==> src/analog_input_channel_status_cfg.svh <==
// constants for the analog input channel status block
`ifndef ANALOG_INPUT_CHANNEL_STATUS_CFG_SVH
`define ANALOG_INPUT_CHANNEL_STATUS_CFG_SVH

// ---------------------------------------------------------------
// register byte offsets (word aligned)
// ---------------------------------------------------------------
`define REG_CTRL        8'h00
`define REG_UNLATCH     8'h04
`define REG_UPPER_THR   8'h08
`define REG_UU_THR      8'h0C
`define REG_DEADBAND    8'h10
`define REG_SLOPE_LIM   8'h14
`define REG_STATUS      8'h18
`define REG_DATA        8'h1C
`define REG_SCAN_STAMP  8'h20
`define REG_NOW_STAMP   8'h24

// ---------------------------------------------------------------
// control fields and alarm indices
// ---------------------------------------------------------------
`define NALARM          3
`define AL_UPPER        0
`define AL_UU           1
`define AL_SLOPE        2
`define CTRL_EN_LSB     0
`define CTRL_LATCH_LSB  3
`define CTRL_ALARMS_OFF 6
`define CTRL_CAL_VARIANT 7

// ---------------------------------------------------------------
// reset values and timing
// ---------------------------------------------------------------
`define CTRL_RST        8'h00
`define THR_RST         32'h7FFFFFFF
`define DEADBAND_RST    32'h00000000
`define SLOPE_LIM_RST   16'hFFFF
`define STAMP_W         15
`define STAMP_MAX       15'h7FFF
`define STAMP_ONE       15'h0001
`define MS_PERIOD_NS    1000000
`define CLK_PERIOD_NS   25
`define CYC_PER_MS      (`MS_PERIOD_NS / `CLK_PERIOD_NS)
`define DIV_W           16

`endif

==> src/ain_status_pkg.sv <==
// types shared by the analog input channel status block
`include "analog_input_channel_status_cfg.svh"

package ain_status_pkg;

    // calibration sequencer, one-hot
    typedef enum logic [1:0] {
        CAL_IDLE = 2'b01,
        CAL_RUN  = 2'b10
    } cal_state_t;

    // channel status word, bit 0 first from the bottom
    typedef struct packed {
        logic cal_done_ok_flag;
        logic high_reference_invalid_flag;
        logic high_reference_ok_flag;
        logic low_reference_invalid_flag;
        logic low_reference_ok_flag;
        logic calibrating_flag;
        logic cal_failure_flag;
        logic slope_alarm_flag;
        logic upper_upper_limit_alarm_flag;
        logic upper_limit_alarm_flag;
    } chan_status_t;

    // one channel scan from the converter path
    typedef struct packed {
        logic        scan;
        logic [31:0] real_word;
        logic [31:0] fixed_value;
    } scan_in_t;

    // events from the calibration engine
    typedef struct packed {
        logic start;
        logic low_sampled;
        logic low_valid;
        logic high_sampled;
        logic high_valid;
        logic abort;
        logic pass;
    } cal_evt_t;

    // whole state of the block
    typedef struct packed {
        logic [7:0]              ctrl;
        logic [`NALARM-1:0]      unlatch;
        logic [`NALARM-1:0]      unlatch_prev;
        logic [31:0]             upper_thr;
        logic [31:0]             uu_thr;
        logic [31:0]             deadband;
        logic [15:0]             slope_lim;
        logic [`NALARM-1:0]      flags;
        logic                    slope_hit;
        cal_state_t              cal_state;
        logic                    cal_failure;
        logic                    low_ok;
        logic                    low_bad;
        logic                    high_ok;
        logic                    high_bad;
        logic                    done_ok;
        logic [31:0]             data_word;
        logic [31:0]             value;
        logic                    have_prev;
        logic [`STAMP_W-1:0]     scan_stamp;
        logic [`DIV_W-1:0]       div;
        logic [`STAMP_W-1:0]     ms_count;
        logic                    bus_act;
        logic                    bus_write;
        logic [7:0]              bus_addr;
        logic [31:0]             hrdata;
    } state_t;

endpackage

==> src/analog_input_channel_status.sv <==
// status logic of one analog input channel behind an AHB-Lite slave
//
// Decided for this implementation: the AHB-Lite interface to the registers and the register addresses.
`timescale 1ns/1ps
`include "analog_input_channel_status_cfg.svh"

module analog_input_channel_status #(
    parameter int unsigned MS_CYCLES = `CYC_PER_MS
) (
    input  wire logic                          i_clk_sys,
    input  wire logic                          i_rstn,
    input  wire logic                          i_hsel,
    input  wire logic [31:0]                   i_haddr,
    input  wire logic [1:0]                    i_htrans,
    input  wire logic                          i_hwrite,
    input  wire logic [2:0]                    i_hsize,
    input  wire logic [31:0]                   i_hwdata,
    input  wire logic                          i_hready,
    output logic                               o_hreadyout,
    output logic                               o_hresp,
    output logic [31:0]                        o_hrdata,
    input  wire ain_status_pkg::scan_in_t      i_scan,
    input  wire ain_status_pkg::cal_evt_t      i_cal,
    input  wire logic                          i_conn_open,
    output ain_status_pkg::chan_status_t       o_status,
    output logic [31:0]                        o_data,
    output logic [`STAMP_W-1:0]                o_stamp
);

    // ---------------------------------------------------------------
    // state and helper nets
    // ---------------------------------------------------------------
    ain_status_pkg::state_t st;
    ain_status_pkg::state_t next_st;

    logic                  ms_tick;
    logic                  bus_take;
    logic [`NALARM-1:0]    alarm_act;
    logic [`NALARM-1:0]    unl_edge;
    logic [`NALARM-1:0]    latch_on;
    logic [`NALARM-1:0]    cond;
    logic [`NALARM-1:0]    release_ok;
    logic [32:0]           delta;
    logic [32:0]           delta_mag;
    logic [`STAMP_W-1:0]   dt;
    logic [`STAMP_W-1:0]   dt_eff;
    logic [30:0]           slope_room;
    logic                  slope_over;
    logic [33:0]           upper_rel;
    logic [33:0]           uu_rel;
    logic [33:0]           value_ext;
    logic                  cal_variant;
    logic                  pass_ok;

    // ---------------------------------------------------------------
    // millisecond divider
    // ---------------------------------------------------------------
    // one-cycle tick every millisecond of i_clk_sys
    assign ms_tick = (st.div == `DIV_W'(MS_CYCLES - 1));

    // ---------------------------------------------------------------
    // per-alarm gating and unlatch edges
    // ---------------------------------------------------------------
    genvar g;
    generate
        for (g = 0; g < `NALARM; g++) begin : g_alarm
            // alarm works only when enabled and not switched off
            assign alarm_act[g] = st.ctrl[`CTRL_EN_LSB + g]
                                & ~st.ctrl[`CTRL_ALARMS_OFF];
            // only the rising edge of the unlatch bit counts
            assign unl_edge[g]  = st.unlatch[g]
                                & ~st.unlatch_prev[g];
            assign latch_on[g]  = st.ctrl[`CTRL_LATCH_LSB + g];
        end
    endgenerate

    // ---------------------------------------------------------------
    // limit and slope conditions
    // ---------------------------------------------------------------
    // thresholds compared in signed fixed point; float compare avoided
    assign value_ext = {{2{st.value[31]}}, st.value};
    assign upper_rel = {{2{st.upper_thr[31]}}, st.upper_thr}
                     - {2'b00, st.deadband};
    assign uu_rel    = {{2{st.uu_thr[31]}}, st.uu_thr}
                     - {2'b00, st.deadband};
    assign cond[`AL_UPPER] = ($signed(st.value) >
                              $signed(st.upper_thr));
    assign cond[`AL_UU]    = ($signed(st.value) >
                              $signed(st.uu_thr));
    assign cond[`AL_SLOPE] = st.slope_hit;
    // back at or below threshold minus deadband releases a latch
    assign release_ok[`AL_UPPER] = ($signed(value_ext) <=
                                    $signed(upper_rel));
    assign release_ok[`AL_UU]    = ($signed(value_ext) <=
                                    $signed(uu_rel));
    assign release_ok[`AL_SLOPE] = 1'b0;

    // change per millisecond against limit, multiply instead of divide
    assign delta      = {i_scan.fixed_value[31], i_scan.fixed_value}
                      - {st.value[31], st.value};
    assign delta_mag  = delta[32] ? (33'h000000000 - delta) : delta;
    assign dt         = st.ms_count - st.scan_stamp;
    // two scans inside the same millisecond count as one millisecond
    assign dt_eff     = (dt == '0) ? `STAMP_ONE : dt;
    assign slope_room = st.slope_lim * dt_eff;
    assign slope_over = delta_mag > {2'b00, slope_room};

    // ---------------------------------------------------------------
    // calibration helpers and bus decode
    // ---------------------------------------------------------------
    assign cal_variant = st.ctrl[`CTRL_CAL_VARIANT];
    // success is refused while any reference is bad or missing
    assign pass_ok  = i_cal.pass & st.low_ok & st.high_ok
                    & ~st.low_bad & ~st.high_bad;
    assign bus_take = i_hsel & i_htrans[1] & i_hready;

    // ---------------------------------------------------------------
    // read mux
    // ---------------------------------------------------------------
    function automatic logic [31:0] rd_mux(
        input ain_status_pkg::state_t s,
        input logic [7:0]             a,
        input logic [9:0]             stat
    );
        logic [31:0] r;
        r = '0;
        unique case (a)
            `REG_CTRL:       r = {24'h000000, s.ctrl};
            `REG_UNLATCH:    r = {29'h00000000, s.unlatch};
            `REG_UPPER_THR:  r = s.upper_thr;
            `REG_UU_THR:     r = s.uu_thr;
            `REG_DEADBAND:   r = s.deadband;
            `REG_SLOPE_LIM:  r = {16'h0000, s.slope_lim};
            `REG_STATUS:     r = {22'h000000, stat};
            `REG_DATA:       r = s.data_word;
            `REG_SCAN_STAMP: r = {17'h00000, s.scan_stamp};
            `REG_NOW_STAMP:  r = {17'h00000, s.ms_count};
            default:         r = '0; // unmapped reads as zero
        endcase
        return r;
    endfunction

    // ---------------------------------------------------------------
    // next state
    // ---------------------------------------------------------------
    always_comb begin
        next_st = st;

        // free-running stamp, wraps past its maximum
        next_st.div = ms_tick ? '0 : st.div + `DIV_W'(1);
        if (ms_tick) begin
            next_st.ms_count = (st.ms_count == `STAMP_MAX) ? '0
                             : st.ms_count + `STAMP_ONE;
        end

        // scan: capture float word, fixed value and the stamp
        if (i_scan.scan) begin
            next_st.data_word  = i_scan.real_word;
            next_st.value      = i_scan.fixed_value;
            next_st.scan_stamp = st.ms_count;
            next_st.have_prev  = 1'b1;
            next_st.slope_hit  = st.have_prev & slope_over;
        end

        // alarm flags: a live condition beats any release
        next_st.unlatch_prev = st.unlatch;
        for (int i = 0; i < `NALARM; i++) begin
            if (!alarm_act[i]) begin
                next_st.flags[i] = 1'b0;
            end else if (cond[i]) begin
                next_st.flags[i] = 1'b1;
            end else if (!latch_on[i]) begin
                next_st.flags[i] = 1'b0;
            end else if (unl_edge[i] || release_ok[i]) begin
                next_st.flags[i] = 1'b0;
            end
        end

        // success flag lives only while the connection is open
        if (!i_conn_open) begin
            next_st.done_ok = 1'b0;
        end

        // calibration sequencer
        unique case (st.cal_state)
            ain_status_pkg::CAL_IDLE: begin
                if (i_cal.start) begin
                    next_st.cal_state = ain_status_pkg::CAL_RUN;
                    next_st.low_ok    = 1'b0;
                    next_st.low_bad   = 1'b0;
                    next_st.high_ok   = 1'b0;
                    next_st.high_bad  = 1'b0;
                    next_st.done_ok   = 1'b0;
                end
            end
            ain_status_pkg::CAL_RUN: begin
                if (i_cal.low_sampled) begin
                    next_st.low_ok  = i_cal.low_valid;
                    next_st.low_bad = ~i_cal.low_valid;
                end
                if (i_cal.high_sampled) begin
                    next_st.high_ok  = i_cal.high_valid;
                    next_st.high_bad = ~i_cal.high_valid;
                end
                if (i_cal.abort) begin
                    // any abort means the last attempt failed
                    next_st.cal_state   = ain_status_pkg::CAL_IDLE;
                    next_st.cal_failure = 1'b1;
                end else if (pass_ok) begin
                    next_st.cal_state   = ain_status_pkg::CAL_IDLE;
                    next_st.cal_failure = 1'b0;
                    next_st.done_ok     = i_conn_open;
                end
            end
        endcase

        // bus data phase: write lands one cycle after the address
        if (st.bus_act && st.bus_write) begin
            unique case (st.bus_addr)
                `REG_CTRL:      next_st.ctrl      = i_hwdata[7:0];
                `REG_UNLATCH:   next_st.unlatch   = i_hwdata[`NALARM-1:0];
                `REG_UPPER_THR: next_st.upper_thr = i_hwdata;
                `REG_UU_THR:    next_st.uu_thr    = i_hwdata;
                `REG_DEADBAND:  next_st.deadband  = i_hwdata;
                `REG_SLOPE_LIM: next_st.slope_lim = i_hwdata[15:0];
                default:        ; // read-only or unmapped: ignored
            endcase
        end

        // bus address phase; read data sampled from the next state (the status word from
        // the current one) so a read right behind a write already sees the new value
        next_st.bus_act   = bus_take;
        next_st.bus_write = i_hwrite;
        next_st.bus_addr  = {i_haddr[7:2], 2'b00};
        if (bus_take && !i_hwrite) begin
            next_st.hrdata = rd_mux(next_st, {i_haddr[7:2], 2'b00},
                                    o_status);
        end
    end

    // ---------------------------------------------------------------
    // state register
    // ---------------------------------------------------------------
    // power-up reset clears every flag, the failure flag included
    always_ff @(posedge i_clk_sys) begin
        if (!i_rstn) begin
            st           <= '0;
            st.ctrl      <= `CTRL_RST;
            st.upper_thr <= `THR_RST;
            st.uu_thr    <= `THR_RST;
            st.deadband  <= `DEADBAND_RST;
            st.slope_lim <= `SLOPE_LIM_RST;
            st.cal_state <= ain_status_pkg::CAL_IDLE;
        end else begin
            st <= next_st;
        end
    end

    // ---------------------------------------------------------------
    // outputs
    // ---------------------------------------------------------------
    // the plain data variant hides reference and success flags
    always_comb begin
        o_status = '0;
        o_status.upper_limit_alarm_flag       = st.flags[`AL_UPPER];
        o_status.upper_upper_limit_alarm_flag = st.flags[`AL_UU];
        o_status.slope_alarm_flag             = st.flags[`AL_SLOPE];
        o_status.cal_failure_flag             = st.cal_failure;
        o_status.calibrating_flag             =
            (st.cal_state == ain_status_pkg::CAL_RUN);
        o_status.low_reference_ok_flag        = cal_variant & st.low_ok;
        o_status.low_reference_invalid_flag   = cal_variant & st.low_bad;
        o_status.high_reference_ok_flag       = cal_variant & st.high_ok;
        o_status.high_reference_invalid_flag  = cal_variant & st.high_bad;
        o_status.cal_done_ok_flag             =
            cal_variant & st.done_ok;
    end

    assign o_data      = st.data_word;
    assign o_stamp     = st.scan_stamp;
    assign o_hrdata    = st.hrdata;
    assign o_hreadyout = 1'b1; // zero wait states
    assign o_hresp     = 1'b0; // always OKAY

    // ---------------------------------------------------------------
    // assertions
    // ---------------------------------------------------------------
    a_upper_set: assert property (
        @(posedge i_clk_sys) disable iff (!i_rstn)
        (alarm_act[`AL_UPPER] && cond[`AL_UPPER]) |=>
            o_status.upper_limit_alarm_flag)
        else $error("upper alarm missed");

    a_uu_set: assert property (
        @(posedge i_clk_sys) disable iff (!i_rstn)
        (alarm_act[`AL_UU] && cond[`AL_UU]) |=>
            o_status.upper_upper_limit_alarm_flag)
        else $error("upper-upper alarm missed");

    a_latch_hold: assert property (
        @(posedge i_clk_sys) disable iff (!i_rstn)
        (alarm_act[`AL_UPPER] && latch_on[`AL_UPPER]
         && st.flags[`AL_UPPER] && !unl_edge[`AL_UPPER]
         && !release_ok[`AL_UPPER]) |=> st.flags[`AL_UPPER])
        else $error("latched upper alarm dropped");

    a_slope_hold: assert property (
        @(posedge i_clk_sys) disable iff (!i_rstn)
        (alarm_act[`AL_SLOPE] && latch_on[`AL_SLOPE]
         && st.flags[`AL_SLOPE] && !unl_edge[`AL_SLOPE])
            |=> st.flags[`AL_SLOPE])
        else $error("latched slope alarm dropped");

    a_unlatch_clear: assert property (
        @(posedge i_clk_sys) disable iff (!i_rstn)
        (alarm_act[`AL_UU] && !cond[`AL_UU] && $rose(st.unlatch[`AL_UU]))
            |=> !st.flags[`AL_UU])
        else $error("unlatch did not release");

    a_alarms_off: assert property (
        @(posedge i_clk_sys) disable iff (!i_rstn)
        st.ctrl[`CTRL_ALARMS_OFF] |=> (st.flags == '0))
        else $error("alarm raised while disabled");

    a_abort_fault: assert property (
        @(posedge i_clk_sys) disable iff (!i_rstn)
        (st.cal_state == ain_status_pkg::CAL_RUN && i_cal.abort) |=>
            (o_status.cal_failure_flag && !o_status.calibrating_flag))
        else $error("abort did not flag failure");

    a_cal_start: assert property (
        @(posedge i_clk_sys) disable iff (!i_rstn)
        (st.cal_state == ain_status_pkg::CAL_IDLE && i_cal.start) |=>
            o_status.calibrating_flag && !o_status.cal_done_ok_flag)
        else $error("calibrating flag not raised");

    a_stamp_wrap: assert property (
        @(posedge i_clk_sys) disable iff (!i_rstn)
        (ms_tick && st.ms_count == `STAMP_MAX) |=> (st.ms_count == '0))
        else $error("stamp did not wrap");

    a_scan_stamp: assert property (
        @(posedge i_clk_sys) disable iff (!i_rstn)
        i_scan.scan |=> (o_stamp == $past(st.ms_count)
                         && o_data == $past(i_scan.real_word)))
        else $error("scan stamp not captured");

    a_variant_hide: assert property (
        @(posedge i_clk_sys) disable iff (!i_rstn)
        !cal_variant |-> (o_status[9:5] == 5'h00))
        else $error("calibration flags shown in plain variant");

endmodule

==> config.mk <==
export PLATFORM = sky130hd
export DESIGN_NAME = analog_input_channel_status
export DESIGN_NICKNAME = d
export VERILOG_FILES = /design/src/ain_status_pkg.sv /design/src/analog_input_channel_status.sv
export VERILOG_INCLUDE_DIRS = /design/src
export SDC_FILE = /design/constraint.sdc
export NUM_CORES = 2
export LEC_CHECK = 0
export BUFFER_PORTS_ARGS = -buffer_cell sky130_fd_sc_hd__buf_2
export CORE_AREA = 4 4 241 243
export DETAILED_ROUTE_END_ITERATION = 8
export DIE_AREA = 0 0 245 247
export HOLD_SLACK_MARGIN = 0.08
export PLACE_DENSITY = 0.74
export SYNTH_ARGS = -nofsm -noshare
export SYNTH_HDL_FRONTEND = slang
export SYNTH_SLANG_ARGS = --single-unit
==> constraint.sdc <==
create_clock -name i_clk_sys -period 22.3 [get_ports i_clk_sys]
set_input_delay 1.115 -clock i_clk_sys [delete_from_list [all_inputs] [get_ports i_clk_sys]]
set_output_delay 1.115 -clock i_clk_sys [all_outputs]
set_load 0.01 [all_outputs]
==> flow_summary.toml <==
[synth]
synthFlopType = "dfxtp_1"
synth_edf_count = 0
synth_warnings = 0
ys_ff_latch = 289
syn_inst = 3681
syn_area_um2 = 30530
synthArstFlopShare_pct = 0
synth_top_area_cell = "dfxtp_1"
synth.top_cells.by_count = "inv_1, ha_1, nand2_1"
yosysUniqueCellTypes = 82
synth.most_common_cell = "inv_1"
synth_top_area_share_pct = 18.95
synth_area_per_cell_um2 = 8.295
seq_area_frac_synth_pct = 18.95
synth_fp_nets = 4385
synthTopCellsByArea = "dfxtp_1, ha_1, fa_1"

[clocking]
hold_buffers = 0
cts_root_buf = "clkbuf_16"
cts.sinks = 289
clk_pin_slew_ns = 0.07
htreeDepth = 1
cts_resized = 0
cts_made_buffers = 31
clkLatencyLatePin_ns = 0.61
cts_setup_buffers = 0
cts_tree = "built"
cts.path.max_buffers = 3

[worst_hold_path]
hold_class = "flop to flop"
min_from = "st[285]$_SDFF_PN0_"

[floorplanning]
rows = 87
num_io_pins = 238
core_region_area_um2 = 55950
chipHeight_um = 247
dieArea_um2 = 60520
die_w_um = 245
start_util_pct = 54.57

[global_routing]
globalRoute.totalOverflow = 0
grt_pass1_vias = 25450
grt_max_degree = 89
antenna_found_initial = 10
grt_pass1_wl_um = 139400
grt_usage_pct = 28.68

[timing]
worst_slew_pin_slew_ns = 1.185
rsz0062_at_grt = "false"
max_freq_mhz = 88.13
hold_viol = 0
final_max_slew_viol_count = 0
fin_ws_ns = 10.95
fin_crit_ns = 11.35
finClkSkew_ns = 0.02581
fin_crit_sh_pct = 50.88
setup_viol = 0
slew_headroom_pct = 20.71
fin_tns_setup_ns = 0

[detailed_routing]
vias = 26280
post_drt_wl_per_cell_um = 19.53
drt_wl_total_um = 88260
routed_via_density = 5.815
drc = 0
drt_iter0_drc = 1831
drtAntennaViolNets = 0
first_pass_iters = 7

[worst_setup_path]
crit_start = "st[42]$_SDFF_PN0_"
r2r_start = "st[42]$_SDFF_PN0_"
cp_slowest_cell = "o41ai_4"
crit_path_end_kind = "flop"
worst-setup-path-type = "flop to flop"
path_max_fanout = 17
cp.required_ns = 22.81
cp.arrival_ns = 11.86
cp_slowest_stage_delay_ns = 0.78
cp-start-kind = "flop"
crit_path_frequent_cell = "inv_1"

[final_layout]
fillers = 5303
final_layout_size_suffix_gt1_share_pct = 8.701
finalNetCount = 4439
postLayoutCoreUtil_pct = 58.48
synthToLayoutAreaGrowth_pct = 7.171
fin_area_um2 = 32720
final_cells = 4519

[power]
p_sw_mw = 0.3967
clock_power_share_pct = 40.0
p_int_mw = 0.9099
leakage_nw = 16.78
vdd_drop_max_mv = 0.05726
swShare_pct = 30.36
seqPwrFrac_pct = 41.3
powerDensity_nw_per_um2 = 39.93
p_comb_share_pct = 18.7

[placed_design]
place.gp.congestion = 0.9650
port_buffers = 205
place_inst = 4458
pre_cts_ws_ns = 10.99
place_area_um2 = 31690
hpwl_um = 71200

[run_status]
status = "finished clean"

[run]
cap_violations = 0
## area by class of cell
class | count | area, µm² | area share (%)
tap | 756 | 945.9 | 2.891
clock inverter | 15 | 145.1 | 0.4435
sequential | 289 | 5786 | 17.68
multi-input combinational | 2765 | 22140 | 67.65
timing repair buffer | 238 | 1279 | 3.908
inverter | 410 | 1544 | 4.718
antenna | 5 | 12.51 | 0.03824
clock buffer | 41 | 873.3 | 2.669
## cells by family after synthesis
| family | Yosys count | synth area share [%] |
|---|---|---|
| AND/OR/NAND/NOR | 1133 | 17.88 |
| AO/OA/AOI/OAI | 694 | 15.28 |
| buffers and inverters | 627 | 8.786 |
| adder cells (fa/ha/maj) | 557 | 27.35 |
| flip-flops | 289 | 18.95 |
| multiplexers | 210 | 6.889 |
| XOR/XNOR | 169 | 4.848 |
| other | 2 | 0.02460 |
## sequential cells by signal (all words and copies together), names as in the netlist
signal,count
st,198
o_data,32
o_hrdata,32
o_stamp,15
o_status,4
latch_on,3
next_st,3
cal_variant,1
cond,1
## cells in the final DEF, fill, tap and decap left out, types with 28 or more instances in the layout
cell / n
mux2i_1: 209
fa_1: 184
ha_1: 373
a21oi_1: 158
clkbuf_16: 31
nand2_1: 321
buf_4: 35
buf_2: 203
nand4_1: 62
nand2b_1: 35
xnor2_1: 91
dfxtp_1: 289
nor3_1: 42
o22ai_1: 33
a21o_1: 113
and2_1: 173
xor2_1: 73
nor2_1: 315
o21a_1: 28
and3_1: 30
a22oi_1: 29
inv_1: 409
o221ai_1: 31
nand3_1: 64
o21ai_0: 118
## final timing paths
check	to	slack, ns	depth (start not counted)
max reg2reg	cond[2]$_SDFFE_PN0P_	10.95	47
min	o_status[2]$_SDFFE_PN0P_	0.45	2
min reg2reg	o_status[2]$_SDFFE_PN0P_	0.45	2
max	cond[2]$_SDFFE_PN0P_	10.95	47
## critical path, delay by kind of cell (launching register included)
family	cells	cell delay [ns]
AOI/OAI and AO/OA	19	4.85
xor gates and xnor gates	2	0.35
adders and majority gates	10	3.87
buffers and inverters	9	0.75
DFF	1	0.33
muxes	1	0.14
and+or+nand+nor	6	0.94
## power groups by stage
stage          Sequential, mW  Clock (mW)  Combinational, mW
2_1_floorplan           0.544           0              0.176
3_3_place_gp            0.551           0              0.237
3_5_place_dp            0.551           0              0.240
4_1_cts                 0.540       0.526              0.242
5_1_grt                 0.541       0.545              0.272
6_report                0.540       0.523              0.244
## through the flow
step | total power [mW] | hold WS, ns
after global routing | 1.358 | 0.4679
after CTS | 1.307 | 0.4402
after detailed placement | 0.7908 | 0.4300
after floorplan | 0.7196 | 0.4090
after global placement | 0.7878 | 0.4292
final | 1.307 | 0.4457
## layer usage
| metal | global-route usage [%] | vias up | part of all wire, % |
|---|---|---|---|
| li1 | - | 12640 | - |
| met1 | 37.12 | 12610 | 42 |
| met2 | 48.75 | 830 | 47 |
| met3 | 4.533 | 189 | 7.1 |
| met4 | 10.24 | 12 | 4.1 |
| met5 | 0 | - | 0.080 |
No activity file was read; power rests on OpenSTA's default activity.
